--- config.mk ---
export PLATFORM = sky130hd
export DESIGN_NAME = lcd_serial_instruction_decoder
export DESIGN_NICKNAME = d
export VERILOG_FILES = /design/src/lcd_cmd_pkg.sv /design/src/lcd_serial_instruction_decoder.sv /design/src/pin_sync.sv
export SDC_FILE = /design/constraint.sdc
export NUM_CORES = 1
export LEC_CHECK = 0
export BUFFER_PORTS_ARGS = -buffer_cell sky130_fd_sc_hd__buf_2
export CAP_MARGIN = 30
export CORE_MARGIN = 4
export CORE_UTILIZATION = 35
export DETAILED_ROUTE_END_ITERATION = 12
export GPL_TIMING_DRIVEN = 0
export HOLD_SLACK_MARGIN = 0.03
export MAX_ROUTING_LAYER = met4
export PLACE_DENSITY = 0.53
export SLEW_MARGIN = 20
export SYNTH_ARGS = -nofsm -noshare
export SYNTH_HDL_FRONTEND = slang
export SYNTH_SLANG_ARGS = --single-unit
--- constraint.sdc ---
create_clock -name core_clk_i -period 5.7 [get_ports core_clk_i]
set_clock_uncertainty 0.15 [all_clocks]
set_input_delay 1.14 -clock core_clk_i [delete_from_list [all_inputs] [get_ports core_clk_i]]
set_output_delay 1.14 -clock core_clk_i [all_outputs]
set_load 0.01 [all_outputs]
--- src/lcd_cmd_pkg.sv ---
// Behaviour
// - Sample on strobe rise, latch on select fall
// - Strobe idle level low or high both work
// - Accept only frames addressed 42H
// - Receive 120 instruction bits, D0 first
// - Opcode 0001 sets duty, rate, timebase origin
// - Technique instruction first; first takes 108us
// - Execution times scale inversely with timebase
// - On/off takes 27us only when sleeping
// - Duty select picks 1/8 or 1/9, shared pin
// - Rate bits choose timebase divider per duty
// - Origin picks internal oscillator or external clock
// - Opcode 0010 carries digits, enables, blank, sleep
// - RAM writes differ by normal/burst step mode
// - Two data enables gate text, symbols; both off
// - Forced blank holds outputs at lowest bias
// - Sleep stops timebase, blanks, limits instructions
package lcd_cmd_pkg;

  // ==========================================================
  // Frame layout
  // ==========================================================
  localparam logic [7:0] FRAME_ADDR      = 8'h42;   // Address this receiver answers
  localparam int         FRAME_BITS      = 120;     // Instruction bits per frame
  localparam int         OPC_LSB         = 116;     // First opcode bit position
  localparam int         FLD_LSB         = 112;     // First field bit of the low nibble
  localparam int         DIGIT_LSB       = 96;      // First digit enable
  localparam int         DIGITS          = 13;      // Number of digit enables

  // ==========================================================
  // Opcodes, read as {D116,D117,D118,D119}
  // ==========================================================
  localparam logic [3:0] OPC_TECH        = 4'h1;    // Display technique
  localparam logic [3:0] OPC_ONOFF       = 4'h2;    // Display on/off control
  localparam logic [3:0] OPC_SHIFT       = 4'h3;    // Display shift
  localparam logic [3:0] OPC_SET_ADDR    = 4'h4;    // Address counter load
  localparam logic [3:0] OPC_CHAR_WR     = 4'h5;    // Character RAM write
  localparam logic [3:0] OPC_SYM_WR      = 4'h6;    // Symbol RAM write
  localparam logic [3:0] OPC_GLYPH_WR    = 4'h7;    // Glyph RAM write
  localparam logic [3:0] OPC_CONTRAST    = 4'h8;    // Contrast setting
  localparam logic [3:0] OPC_PORT        = 4'h9;    // Port state setting

  // ==========================================================
  // Frame rate dividers
  // ==========================================================
  localparam logic [11:0] DIV8_SLOW      = 12'hC00; // 3072
  localparam logic [11:0] DIV8_MID       = 12'h600; // 1536
  localparam logic [11:0] DIV8_FAST      = 12'h300; // 768
  localparam logic [11:0] DIV9_SLOW      = 12'hD80; // 3456
  localparam logic [11:0] DIV9_MID       = 12'h6C0; // 1728
  localparam logic [11:0] DIV9_FAST      = 12'h360; // 864

  // ==========================================================
  // Timing: execution counted in timebase ticks so it scales
  // ==========================================================
  localparam int TB_NOM_KHZ       = 300;            // Nominal timebase
  localparam int CORE_KHZ         = 100000;         // Core clock rate
  localparam int FIRST_EXEC_NS    = 108000;         // First technique execution
  localparam int SHORT_EXEC_NS    = 27000;          // Ordinary execution
  localparam int OSC_DIV          = CORE_KHZ / TB_NOM_KHZ;  // Internal tick period
  localparam int FIRST_EXEC_TICKS = (FIRST_EXEC_NS * TB_NOM_KHZ + 999999) / 1000000;
  localparam int SHORT_EXEC_TICKS = (SHORT_EXEC_NS * TB_NOM_KHZ + 999999) / 1000000;

  // ==========================================================
  // Carriers and reset values
  // ==========================================================
  typedef struct packed {
    logic       duty_select;        // 0: 1/8 duty, 1: 1/9 duty
    logic       frame_rate_sel_lo;  // Rate select low bit
    logic       frame_rate_sel_hi;  // Rate select high bit
    logic       timebase_origin;    // 0: internal, 1: external
  } tech_cfg_t;

  typedef struct packed {
    logic [12:0] digit_on_flags;       // Digit 1 in bit 0
    logic        character_text;       // Text data enable
    logic        extra_symbol_bits;    // Symbol data enable
    logic        outputs_forced_blank; // Hold outputs at lowest bias
    logic        sleep_request;        // Sleep mode
  } onoff_cfg_t;

  typedef struct packed {
    logic [3:0]   opcode;           // Decoded opcode
    logic [119:0] bits;             // Whole frame, D0 in bit 0
  } cmd_t;

  localparam tech_cfg_t  TECH_RST  = '0;            // 1/8 duty, slow rate, internal
  localparam onoff_cfg_t ONOFF_RST = '0;            // Display off, awake

endpackage

--- src/lcd_serial_instruction_decoder.sv ---
`timescale 1ns/10ps
module lcd_serial_instruction_decoder #(
  parameter int BURST_EXEC_TICKS = 9         // Burst-step RAM write time, timebase ticks
) (
  input  wire logic                   core_clk_i,
  input  wire logic                   rst_b_i,
  input  wire logic                   frame_select_i,      // Frame select pin
  input  wire logic                   serial_bit_strobe_i, // Bit strobe pin
  input  wire logic                   serial_data_in_i,    // Serial data pin
  input  wire logic                   ext_tick_rate_i,     // External timebase clock pin
  input  wire logic                   key_scan_active_i,   // Key scan in progress
  output lcd_cmd_pkg::tech_cfg_t      tech_cfg_o,          // Display technique settings
  output lcd_cmd_pkg::onoff_cfg_t     onoff_cfg_o,         // On/off settings
  output logic [11:0]                 frame_div_o,         // Timebase divider for frame rate
  output logic                        shared_pin_common_o, // Shared seg/com pin is common
  output logic                        display_force_off_o, // Both data enables off
  output logic                        outputs_low_bias_o,  // All drivers at lowest bias
  output logic                        timebase_run_o,      // Timebase allowed to run
  output logic                        timebase_tick_o,     // One pulse per timebase period
  output logic                        busy_o,              // Instruction executing
  output logic                        step_burst_o,        // Last RAM write used burst step
  output logic                        cmd_valid_o,         // Pulse: cmd_o holds a new command
  output lcd_cmd_pkg::cmd_t           cmd_o                // Accepted frame for other units
);

  // ==========================================================
  // Helpers
  // ==========================================================
  // Opcode sits in D116..D119 with D116 as the most significant
  function automatic logic [3:0] get_opcode(input logic [119:0] f);
    get_opcode = {f[lcd_cmd_pkg::OPC_LSB], f[lcd_cmd_pkg::OPC_LSB+1],
                  f[lcd_cmd_pkg::OPC_LSB+2], f[lcd_cmd_pkg::OPC_LSB+3]};
  endfunction

  // Divider for a duty and rate pair; 11 never reaches here
  function automatic logic [11:0] rate_div(input logic duty, input logic lo, input logic hi);
    case ({hi, lo})
      2'b01:   rate_div = duty ? lcd_cmd_pkg::DIV9_MID  : lcd_cmd_pkg::DIV8_MID;
      2'b10:   rate_div = duty ? lcd_cmd_pkg::DIV9_FAST : lcd_cmd_pkg::DIV8_FAST;
      default: rate_div = duty ? lcd_cmd_pkg::DIV9_SLOW : lcd_cmd_pkg::DIV8_SLOW;
    endcase
  endfunction

  // ==========================================================
  // Pin synchronisers and edge detection
  // ==========================================================
  logic [3:0] pins_s;                         // Synchronised pins
  logic [3:0] pins_p;                         // Previous synchronised pins
  logic       strobe_rise;                    // Bit strobe rising edge
  logic       sel_rise;                       // Frame select rising edge
  logic       sel_fall;                       // Frame select falling edge
  logic       ext_rise;                       // External timebase rising edge

  pin_sync #(.WIDTH(4)) u_sync (
    .core_clk_i (core_clk_i),
    .rst_b_i    (rst_b_i),
    .async_i    ({ext_tick_rate_i, frame_select_i, serial_bit_strobe_i, serial_data_in_i}),
    .sync_o     (pins_s)
  );

  // Remember last sampled levels for edge finding
  always_ff @(posedge core_clk_i or negedge rst_b_i) begin
    if (!rst_b_i) begin
      pins_p <= 4'h0;
    end else begin
      pins_p <= pins_s;
    end
  end

  // Only rising strobe edges count, so the idle level is irrelevant
  assign strobe_rise = pins_s[1] & ~pins_p[1];
  assign sel_rise    = pins_s[2] & ~pins_p[2];
  assign sel_fall    = ~pins_s[2] & pins_p[2];
  assign ext_rise    = pins_s[3] & ~pins_p[3];

  // ==========================================================
  // Serial receiver
  // ==========================================================
  logic [7:0]   addr_sr_r;                    // Address shifter, first bit ends in bit 0
  logic [119:0] data_sr_r;                    // Frame shifter, D0 ends in bit 0
  logic [6:0]   bit_cnt_r;                    // Data bits seen, saturating
  logic         addr_ok_r;                    // Address matched at frame start
  logic         frame_done;                   // Whole addressed frame latched

  // Address bits shift while select is low, data bits while it is high
  always_ff @(posedge core_clk_i or negedge rst_b_i) begin
    if (!rst_b_i) begin
      addr_sr_r <= 8'h00;
      data_sr_r <= '0;
      bit_cnt_r <= 7'h00;
      addr_ok_r <= 1'b0;
    end else if (sel_rise) begin
      addr_ok_r <= (addr_sr_r == lcd_cmd_pkg::FRAME_ADDR);
      bit_cnt_r <= 7'h00;
    end else if (strobe_rise) begin
      if (pins_s[2]) begin
        data_sr_r <= {pins_s[0], data_sr_r[119:1]};
        if (bit_cnt_r != 7'h7F) begin
          bit_cnt_r <= bit_cnt_r + 7'h01;
        end
      end else begin
        addr_sr_r <= {pins_s[0], addr_sr_r[7:1]};
      end
    end
  end

  // Frame is taken at the select fall; a short or long frame is dropped
  assign frame_done = sel_fall & addr_ok_r
                    & (bit_cnt_r == 7'(lcd_cmd_pkg::FRAME_BITS));

  // ==========================================================
  // Acceptance filter
  // ==========================================================
  logic [3:0] opc;                            // Opcode of the latched frame
  logic       known_op;                       // Opcode defined
  logic       sleep_ok;                       // Allowed while sleeping
  logic       ram_wr;                         // Character or symbol RAM write
  logic       step_norm;                      // Normal step mode bits
  logic       step_burst;                     // Burst step mode bits
  logic       tech_seen_r;                    // Technique executed since reset
  logic       accept;                         // Frame executes this cycle
  logic [6:0] busy_cnt_r;                     // Remaining execution ticks
  logic [3:0] fld;                            // Field nibble D112..D115, D112 in bit 0

  assign opc        = get_opcode(data_sr_r);
  assign fld        = data_sr_r[lcd_cmd_pkg::FLD_LSB +: 4];
  assign known_op   = (opc >= lcd_cmd_pkg::OPC_TECH) && (opc <= lcd_cmd_pkg::OPC_PORT);
  assign sleep_ok   = (opc == lcd_cmd_pkg::OPC_ONOFF) || (opc == lcd_cmd_pkg::OPC_CONTRAST)
                    || (opc == lcd_cmd_pkg::OPC_PORT);
  assign ram_wr     = (opc == lcd_cmd_pkg::OPC_CHAR_WR) || (opc == lcd_cmd_pkg::OPC_SYM_WR);
  assign step_norm  = fld[0] & ~fld[1];
  assign step_burst = ~fld[0] & fld[1];

  // A frame landing while busy is dropped: the host owes the gap
  assign accept = frame_done & known_op & (busy_cnt_r == 7'h00)
                & (tech_seen_r | (opc == lcd_cmd_pkg::OPC_TECH))
                & (~onoff_cfg_o.sleep_request | sleep_ok)
                & (~ram_wr | step_norm | step_burst);

  // ==========================================================
  // Timebase: internal divider or external clock edges
  // ==========================================================
  logic [8:0] osc_cnt_r;                      // Internal oscillator model
  logic       osc_wrap;                       // Internal period elapsed

  // Sleep stops the timebase unless a scan or execution needs it
  assign timebase_run_o = ~onoff_cfg_o.sleep_request | key_scan_active_i
                        | (busy_cnt_r != 7'h00);
  assign osc_wrap       = (osc_cnt_r == 9'(lcd_cmd_pkg::OSC_DIV - 1));

  // Internal oscillator counts only while the timebase runs
  always_ff @(posedge core_clk_i or negedge rst_b_i) begin
    if (!rst_b_i) begin
      osc_cnt_r <= 9'h000;
    end else if (!timebase_run_o || tech_cfg_o.timebase_origin || osc_wrap) begin
      osc_cnt_r <= 9'h000;
    end else begin
      osc_cnt_r <= osc_cnt_r + 9'h001;
    end
  end

  // Tick source follows the programmed origin
  always_ff @(posedge core_clk_i or negedge rst_b_i) begin
    if (!rst_b_i) begin
      timebase_tick_o <= 1'b0;
    end else begin
      timebase_tick_o <= timebase_run_o
                       & (tech_cfg_o.timebase_origin ? ext_rise : osc_wrap);
    end
  end

  // ==========================================================
  // Execution timer in timebase ticks
  // ==========================================================
  logic [6:0] exec_ticks;                     // Load value for the accepted frame

  // Counting ticks makes every time stretch by 300/f at slower rates
  always_comb begin
    exec_ticks = 7'h00;
    case (opc)
      lcd_cmd_pkg::OPC_TECH:
        exec_ticks = tech_seen_r ? 7'h00 : 7'(lcd_cmd_pkg::FIRST_EXEC_TICKS);
      lcd_cmd_pkg::OPC_ONOFF:
        exec_ticks = fld[3] ? 7'(lcd_cmd_pkg::SHORT_EXEC_TICKS) : 7'h00;
      lcd_cmd_pkg::OPC_CHAR_WR, lcd_cmd_pkg::OPC_SYM_WR:
        exec_ticks = step_burst ? 7'(BURST_EXEC_TICKS)
                                : 7'(lcd_cmd_pkg::SHORT_EXEC_TICKS);
      lcd_cmd_pkg::OPC_SHIFT, lcd_cmd_pkg::OPC_SET_ADDR, lcd_cmd_pkg::OPC_GLYPH_WR:
        exec_ticks = 7'(lcd_cmd_pkg::SHORT_EXEC_TICKS);
      default:
        exec_ticks = 7'h00;
    endcase
  end

  // Load on accept, count down on each tick
  always_ff @(posedge core_clk_i or negedge rst_b_i) begin
    if (!rst_b_i) begin
      busy_cnt_r <= 7'h00;
    end else if (accept) begin
      busy_cnt_r <= exec_ticks;
    end else if (timebase_tick_o && busy_cnt_r != 7'h00) begin
      busy_cnt_r <= busy_cnt_r - 7'h01;
    end
  end

  assign busy_o = (busy_cnt_r != 7'h00);

  // ==========================================================
  // Display technique and on/off state
  // ==========================================================
  logic rate_rsvd;                            // Rate bits 11 received

  assign rate_rsvd = fld[1] & fld[2];

  // Technique fields; reserved rate keeps the old rate bits, divider recomputed with the new duty
  always_ff @(posedge core_clk_i or negedge rst_b_i) begin
    if (!rst_b_i) begin
      tech_cfg_o  <= lcd_cmd_pkg::TECH_RST;
      tech_seen_r <= 1'b0;
      frame_div_o <= lcd_cmd_pkg::DIV8_SLOW;
    end else if (accept && opc == lcd_cmd_pkg::OPC_TECH) begin
      tech_seen_r                <= 1'b1;
      tech_cfg_o.duty_select     <= fld[0];
      tech_cfg_o.timebase_origin <= fld[3];
      if (!rate_rsvd) begin
        tech_cfg_o.frame_rate_sel_lo <= fld[1];
        tech_cfg_o.frame_rate_sel_hi <= fld[2];
        frame_div_o <= rate_div(fld[0], fld[1], fld[2]);
      end else begin
        frame_div_o <= rate_div(fld[0], tech_cfg_o.frame_rate_sel_lo,
                                tech_cfg_o.frame_rate_sel_hi);
      end
    end
  end

  // On/off fields straight from the frame
  always_ff @(posedge core_clk_i or negedge rst_b_i) begin
    if (!rst_b_i) begin
      onoff_cfg_o <= lcd_cmd_pkg::ONOFF_RST;
    end else if (accept && opc == lcd_cmd_pkg::OPC_ONOFF) begin
      onoff_cfg_o.digit_on_flags <= data_sr_r[lcd_cmd_pkg::DIGIT_LSB +: lcd_cmd_pkg::DIGITS];
      onoff_cfg_o.character_text       <= fld[0];
      onoff_cfg_o.extra_symbol_bits    <= fld[1];
      onoff_cfg_o.outputs_forced_blank <= fld[2];
      onoff_cfg_o.sleep_request        <= fld[3];
    end
  end

  // Drive-level summaries for the waveform generator
  assign shared_pin_common_o = tech_cfg_o.duty_select;
  assign display_force_off_o = ~onoff_cfg_o.character_text
                             & ~onoff_cfg_o.extra_symbol_bits;
  assign outputs_low_bias_o  = onoff_cfg_o.outputs_forced_blank
                             | onoff_cfg_o.sleep_request;

  // ==========================================================
  // Command hand-off to RAM, shift, contrast and port units
  // ==========================================================
  always_ff @(posedge core_clk_i or negedge rst_b_i) begin
    if (!rst_b_i) begin
      cmd_valid_o  <= 1'b0;
      cmd_o        <= '0;
      step_burst_o <= 1'b0;
    end else begin
      cmd_valid_o <= accept;
      if (accept) begin
        cmd_o.opcode <= opc;
        cmd_o.bits   <= data_sr_r;
        if (ram_wr) begin
          step_burst_o <= step_burst;
        end
      end
    end
  end
endmodule // lcd_serial_instruction_decoder

--- src/pin_sync.sv ---
`timescale 1ns/10ps
// ==========================================================
// Two-stage synchroniser for pins from outside the core clock
// ==========================================================
module pin_sync #(
  parameter int WIDTH = 4
) (
  input  wire logic             core_clk_i,
  input  wire logic             rst_b_i,
  input  wire logic [WIDTH-1:0] async_i,
  output logic      [WIDTH-1:0] sync_o
);

  logic [WIDTH-1:0] meta_r;                  // First stage, read only by the second

  // One pair of flops per pin
  genvar g;
  for (g = 0; g < WIDTH; g++) begin : g_bit
    always_ff @(posedge core_clk_i or negedge rst_b_i) begin
      if (!rst_b_i) begin
        meta_r[g] <= 1'b0;
        sync_o[g] <= 1'b0;
      end else begin
        meta_r[g] <= async_i[g];
        sync_o[g] <= meta_r[g];
      end
    end
  end

endmodule // pin_sync

==> reports/metrics.cfg, run 1 <==
[status]
status = completed

[synthesis]
ys_seq_elements = 315
async_flop_share_pct = 100
synthTopCellsByArea = dfrtp_1 62%, mux2_2 18%, mux2_4 7.2%
yosysTopAreaCellShare_pct = 62.2
synth.largest_area_cell = dfrtp_1
syn_inst = 816
syn_area_sq_mm = 0.0126
synth_ff_type = dfrtp_1
avgSynthCellArea_sq_um = 15.4
ys_seq_area_share_pct = 62.6
synth_edf_count = 0
post_synth_num_cell_types = 51
ys_warn_count = 0

[min_path]
whs_endpoint = u_sync.sync_o[0]
hp-start = u_sync.meta_r[0]
min_path_type = reg -> reg
min_path_cells = 0

[critical_path]
cp_max_fo = 4
crit_family = simple AND/OR/NAND/NOR gates
critPathBufInv = 3
cpMostUsedCell = inv_1
reg2reg_slack_ns = 2.67
cp-start-kind = flop
rr_endpoint = onoff_cfg_o[13]
worst_path_max_delay_cell = or3b_1
critPathCaptureType = output port
cp.arrival_ns = 2.50
ff2ff_path_depth = 8
worstPathCellList = inv_1, ha_1, or3b_1, or2_2, nor3b_1, inv_1, buf_2
path_class = reg -> out
max_stage_delay_ns = 0.41
crit_required_ns = 4.41
worstReg2RegStart = busy_cnt_r[0]

[sta]
finalHoldViolCount = 0
fin_ws_ns = 1.91
timing.final.crit_share_pct = 66.5
fin_tns_setup_ns = 0
maxSlewViolCount = 0
relSlewSlack_pct = 57.9
rsz0062_at_grt = no
fmax_mhz = 264
min_period_ns = 3.79
worst_slew_pin_slew_ns = 0.632
finalSetupViolCount = 0

[die]
io_pins = 172
die_h_um = 198
dieWidth_um = 198
initial_core_util_pct = 35.5
dieArea_sq_mm = 0.0391
core_area_sq_mm = 0.0355
num_rows = 69

[clock_network]
cts.sink_count = 315
cts_setup_buffers = 0
holdBufCountCts = 0
cts_buffer_depth = 3
post_cts_resized = 0
clk_pin_slew_ns = 0.06
cts_inserted_buffers = 36
cts_tree = yes
cts_max_level = 2
cts_root_buf = clkbuf_16
clkLatencyLatePin_ns = 0.52

[place]
place.gp.congestion = 0.750
dp_slack_ns = 2.46
post-dp-hpwl_mm = 16.6
port_buffers = 166

[routing]
viasPerCell = 4.62
drt-total-wl_mm = 24.9
drtPass1Iterations = 4
drc = 0
vias = 7000
drtAntennaViolNets = 0
drt_iter0_markers = 209
wire_per_inst_um = 16.4

[power_and_ir_drop]
power.switching_mw = 1.05
power.density_mw_per_mm2 = 312
combPwrFrac_pct = 4.1
seqPwrFrac_pct = 48.6
pwr-share-clk_pct = 47.4
internal_power_mw = 3.70
sw_frac_of_total_pct = 22.2
vdd_drop_max_mv = 0.187
power_mw = 4.75
p_leak_nw = 8.22

[grt]
grt_pass1_vias = 7449
antenna_found_initial = 0
grt-ovfl-total = 0
track_usage_pct = 13.4
grt_first_pass_wirelength_mm = 41.3
grt_max_degree = 91

[finish]
final_nets = 1048
drive_gt1_share_pct = 48.4
diodes = 0
fillers = 3252
syn2layout_area_growth_pct = 21.3

[job]
cap_violations = 0

==> final cells by class <==
cell class	count	area [sq um]	share of cell area, %
multi-input cells	440	4370	28.7
repair buffers	170	928	6.08
clock buffers	57	1080	7.08
well taps	461	577	3.78
plain buffers	46	273	1.79
flip-flops and latches	315	7890	51.7
inverters	19	71.3	0.467
clock inverters	7	73.8	0.484
==> routing by layer <==
metal	GRT usage, %	part of all wire [%]	vias up
li1	-	-	3275
met1	18.5	47	3544
met2	19.2	44	143
met3	3.99	6.7	38
met4	3.65	2.1	0
met5	-	0	-
==> through the flow <==
stage	hold WS [ns]	util, %	area (sq um)	instances
detailed placement	0.186	39.8	14100	1451
CTS	0.198	43.0	15300	1515
floorplan	0.181	-	12600	820
finish	0.197	43.0	15300	1515
global placement	0.184	39.5	14000	1447
global route	0.209	43.0	15300	1515
==> layout by cell type, fill, tap and decap left out, types with 4 or more instances in the layout <==
cell and n:
xnor2_1 7, clkbuf_16 37, nand4_1 5, nand2_1 21, clkbuf_8 8, inv_1 19, buf_6 8, mux2_2 200
buf_2 168, conb_1 5, nor3_1 4, nor2_1 23, dfrtp_1 313, nand3_1 10, o21ai_0 13, mux2_1 7
xor2_1 12, nand2b_1 5, ha_1 13, mux2_4 60, a21oi_1 5, buf_4 10, or4_1 6, clkbuf_1 38
==> power groups by stage <==
stage | combinational (mW) | clock [mW] | sequential (mW)
after floorplan | 0.116 | 0 | 2.34
after global placement | 0.187 | 0 | 2.35
after detailed placement | 0.200 | 0 | 2.35
after CTS | 0.200 | 2.34 | 2.31
after global routing | 0.223 | 2.44 | 2.31
final | 0.193 | 2.25 | 2.31
==> Yosys cell counts, drive strengths merged (2+ instances only) <==
cell type,number
nand3,10
nand4,5
nor4b,3
o21ai,16
or2,2
or4,6
mux2i,2
or4b,2
nand2b,5
or3,4
nor4,4
nor3,4
ha,13
o32ai,2
buf,20
nand2,21
clkbuf,26
xor2,12
and2,2
a32o,2
nand3b,2
dfrtp,313
inv,19
mux2,267
nor2,23
a21oi,5
and3,3
nor3b,2
xnor2,7
dfstp,2
==> cells by family after synthesis <==
kind of cell               share of synthesized area, %
AOI/OAI and AO/OA                                  1.62
xor gates and xnor gates                           1.32
adders and majority gates                          1.29
buffers and inverters                              2.73
DFF                                                62.6
muxes                                              25.8
other                                            0.0298
and+or+nand+nor                                    4.52
==> flip-flops by register name, indices dropped and copies added, names as in the netlist, 4 cells and up <==
register / count
cmd_o: 120
data_sr_r: 120
onoff_cfg_o: 17
osc_cnt_r: 9
addr_sr_r: 8
bit_cnt_r: 7
busy_cnt_r: 7
frame_div_o: 7
u_sync.meta_r: 4
u_sync.sync_o: 4
==> worst max path at each step <==
| stage | start | endpoint | slack [ns] | cells past startpoint |
|---|---|---|---|---|
| final | busy_cnt_r[0] | timebase_run_o | 1.91 | 7 |
| after global routing | busy_cnt_r[0] | timebase_run_o | 1.75 | 7 |
| after CTS | busy_cnt_r[0] | timebase_run_o | 1.87 | 7 |
| after detailed placement | busy_cnt_r[0] | timebase_run_o | 2.46 | 7 |
| after global placement | rst_b_i | frame_div_o[9] | -2.90 | 1 |
| after floorplan | busy_cnt_r[0] | timebase_run_o | 2.73 | 6 |
Note: power is estimated with default switching activity, not from simulation.
==> inputs of run 2 (changes only) <==
==> constraint.sdc (replaced) <==
create_clock -name core_clk_i -period 3.58 [get_ports core_clk_i]
set_clock_uncertainty 0.15 [all_clocks]
set_input_delay 0.716 -clock core_clk_i [delete_from_list [all_inputs] [get_ports core_clk_i]]
set_output_delay 0.716 -clock core_clk_i [all_outputs]
set_load 0.01 [all_outputs]
==> run 2 against run 1 <==
Compared with the run above: hold slack worse by 0.044 ns; worst setup slack worse by 1.7 ns; wire length hardly changed; utilization hardly changed; die area stayed put; final area hardly changed; largest cell class unchanged; critical path type unchanged.
==> reports/metrics.cfg, run 2 (same netlist as run 1, synthesis figures left out) <==
[finish]
drive_gt1_share_pct = 48.3  ; about the same
final_nets = 1049  ; +0.095%
syn2layout_area_growth_pct = 21.3  ; about the same
diodes = 0  ; unchanged
final_common_cell = dfrtp_1
final_cell_mix = 313 x dfrtp_1, 200 x mux2_2, 168 x buf_2
largestRegisters = cmd_o x120, data_sr_r x120, onoff_cfg_o x17
post-route-util_pct = 43.0  ; about the same

[place]
post-dp-hpwl_mm = 16.6  ; unchanged
port_buffers = 166  ; unchanged
place.gp.congestion = 0.750  ; unchanged

[routing]
drt-total-wl_mm = 24.9  ; about the same
viasPerCell = 4.62  ; about the same
vias = 7000  ; unchanged
drt_iter0_markers = 207  ; -0.96%
drtAntennaViolNets = 0  ; unchanged
drc = 0  ; unchanged
drtPass1Iterations = 4  ; unchanged
wire_per_inst_um = 16.4  ; about the same

[sta]
rsz0062_at_grt = no
min_period_ns = 3.37
finalSetupViolCount = 0  ; unchanged
fmax_mhz = 297
holdWs_ns = 0.153  ; -0.0442 ns
timing.final.crit_share_pct = 94.0
relSlewSlack_pct = 57.9  ; about the same
worst_slew_pin_slew_ns = 0.632  ; -0.000000715 ns
maxSlewViolCount = 0  ; unchanged
finalHoldViolCount = 0  ; unchanged

[clock_network]
clkLatencyLatePin_ns = 0.52  ; about the same
cts_buffer_depth = 3  ; unchanged
cts_max_level = 2  ; unchanged
cts_tree = yes
cts.sink_count = 315  ; unchanged
post_cts_resized = 0  ; unchanged
cts_root_buf = clkbuf_16
cts_inserted_buffers = 36  ; unchanged
clk_pin_slew_ns = 0.06  ; about the same

[status]
status = completed

[die]
initial_core_util_pct = 35.5  ; unchanged
die_h_um = 198  ; unchanged
num_rows = 69  ; unchanged
io_pins = 172  ; unchanged
dieArea_sq_mm = 0.0391  ; unchanged
core_area_sq_mm = 0.0355  ; unchanged
dieWidth_um = 198  ; unchanged

[grt]
grt_max_degree = 91  ; unchanged
track_usage_pct = 13.4  ; about the same
grt-ovfl-total = 0  ; unchanged
antenna_found_initial = 0  ; unchanged
grt_pass1_vias = 7443  ; -0.081%
grt_first_pass_wirelength_mm = 41.3  ; about the same

[power_and_ir_drop]
power_mw = 7.57  ; +59%
power.density_mw_per_mm2 = 496  ; +59%
vdd_drop_max_mv = 0.298  ; +59%
p_leak_nw = 8.22  ; about the same

[job]
cap_violations = 0  ; unchanged

[min_path]
min_path_type = in -> reg

[critical_path]
cp-start-kind = flop
path_class = reg -> out
cp.arrival_ns = 2.50  ; about the same
crit_required_ns = 2.71  ; -1.70 ns
cp_max_fo = 4  ; unchanged
critPathCaptureType = output port

run 2: per-stage QoR:
stage	cell area (sq um)	setup TNS (ns)	setup WS, ns	instances
finish	15300	0	0.215	1516
global route	15300	0	0.0529	1516
CTS	15300	0	0.174	1516
detailed placement	14100	0	0.522	1451
global placement	14000	-1432.50	-4.59	1447
floorplan	12600	0	0.908	820
run 2: power breakdown:
group	internal (mW)	total [mW]	switching [mW]
logic	0.118	0.308	0.191
registers	3.63	3.68	0.0496
clock network	2.15	3.59	1.44
run 2: final timing paths:
| kind | from | end | slack, ns | cells past startpoint |
|---|---|---|---|---|
| setup / recovery | busy_cnt_r[0] | timebase_run_o | 0.21 | 7 |
| min in group asynchronous | rst_b_i | cmd_o[71] | 0.58 | 2 |
| setup reg to reg | busy_cnt_r[0] | onoff_cfg_o[13] | 0.55 | 8 |
| max in group asynchronous | rst_b_i | osc_cnt_r[1] | 1.51 | 4 |
| hold reg to reg | u_sync.meta_r[0] | u_sync.sync_o[0] | 0.20 | 0 |
| hold / removal | serial_bit_strobe_i | u_sync.meta_r[1] | 0.15 | 1 |
run 2: metal layers:
metal | track usage [%] | vias to the layer above | wire length, um
li1 | - | 3279 | -
met3 | 3.99 | 38 | 1660
met1 | 18.5 | 3542 | 11800
met2 | 19.2 | 141 | 10900
met4 | 3.65 | 0 | 511
met5 | - | - | 0
run 2: critical path, stage by stage, from the launching register on:
cell and delay (ns):
dfrtp_1 0.39, inv_1 0.11, ha_1 0.14, or3b_1 0.41, or2_2 0.34, nor3b_1 0.37
inv_1 0.07, buf_2 0.14
run 2: repair_timing:
item | 4_1_cts | 5_1_grt
buffers inserted | 0 | 0
hold endpoints to repair | 65 | 0
hold buffers | 1 | 0
run 2: cell type report:
type	count	area, sq um
inverter	19	71.3
fill	3251	20200
multi-input combinational	440	4370
buffer	46	273
clock buffer	57	1080
sequential	315	7890
clock inverter	7	73.8
tap	461	577
timing repair buffer	171	938
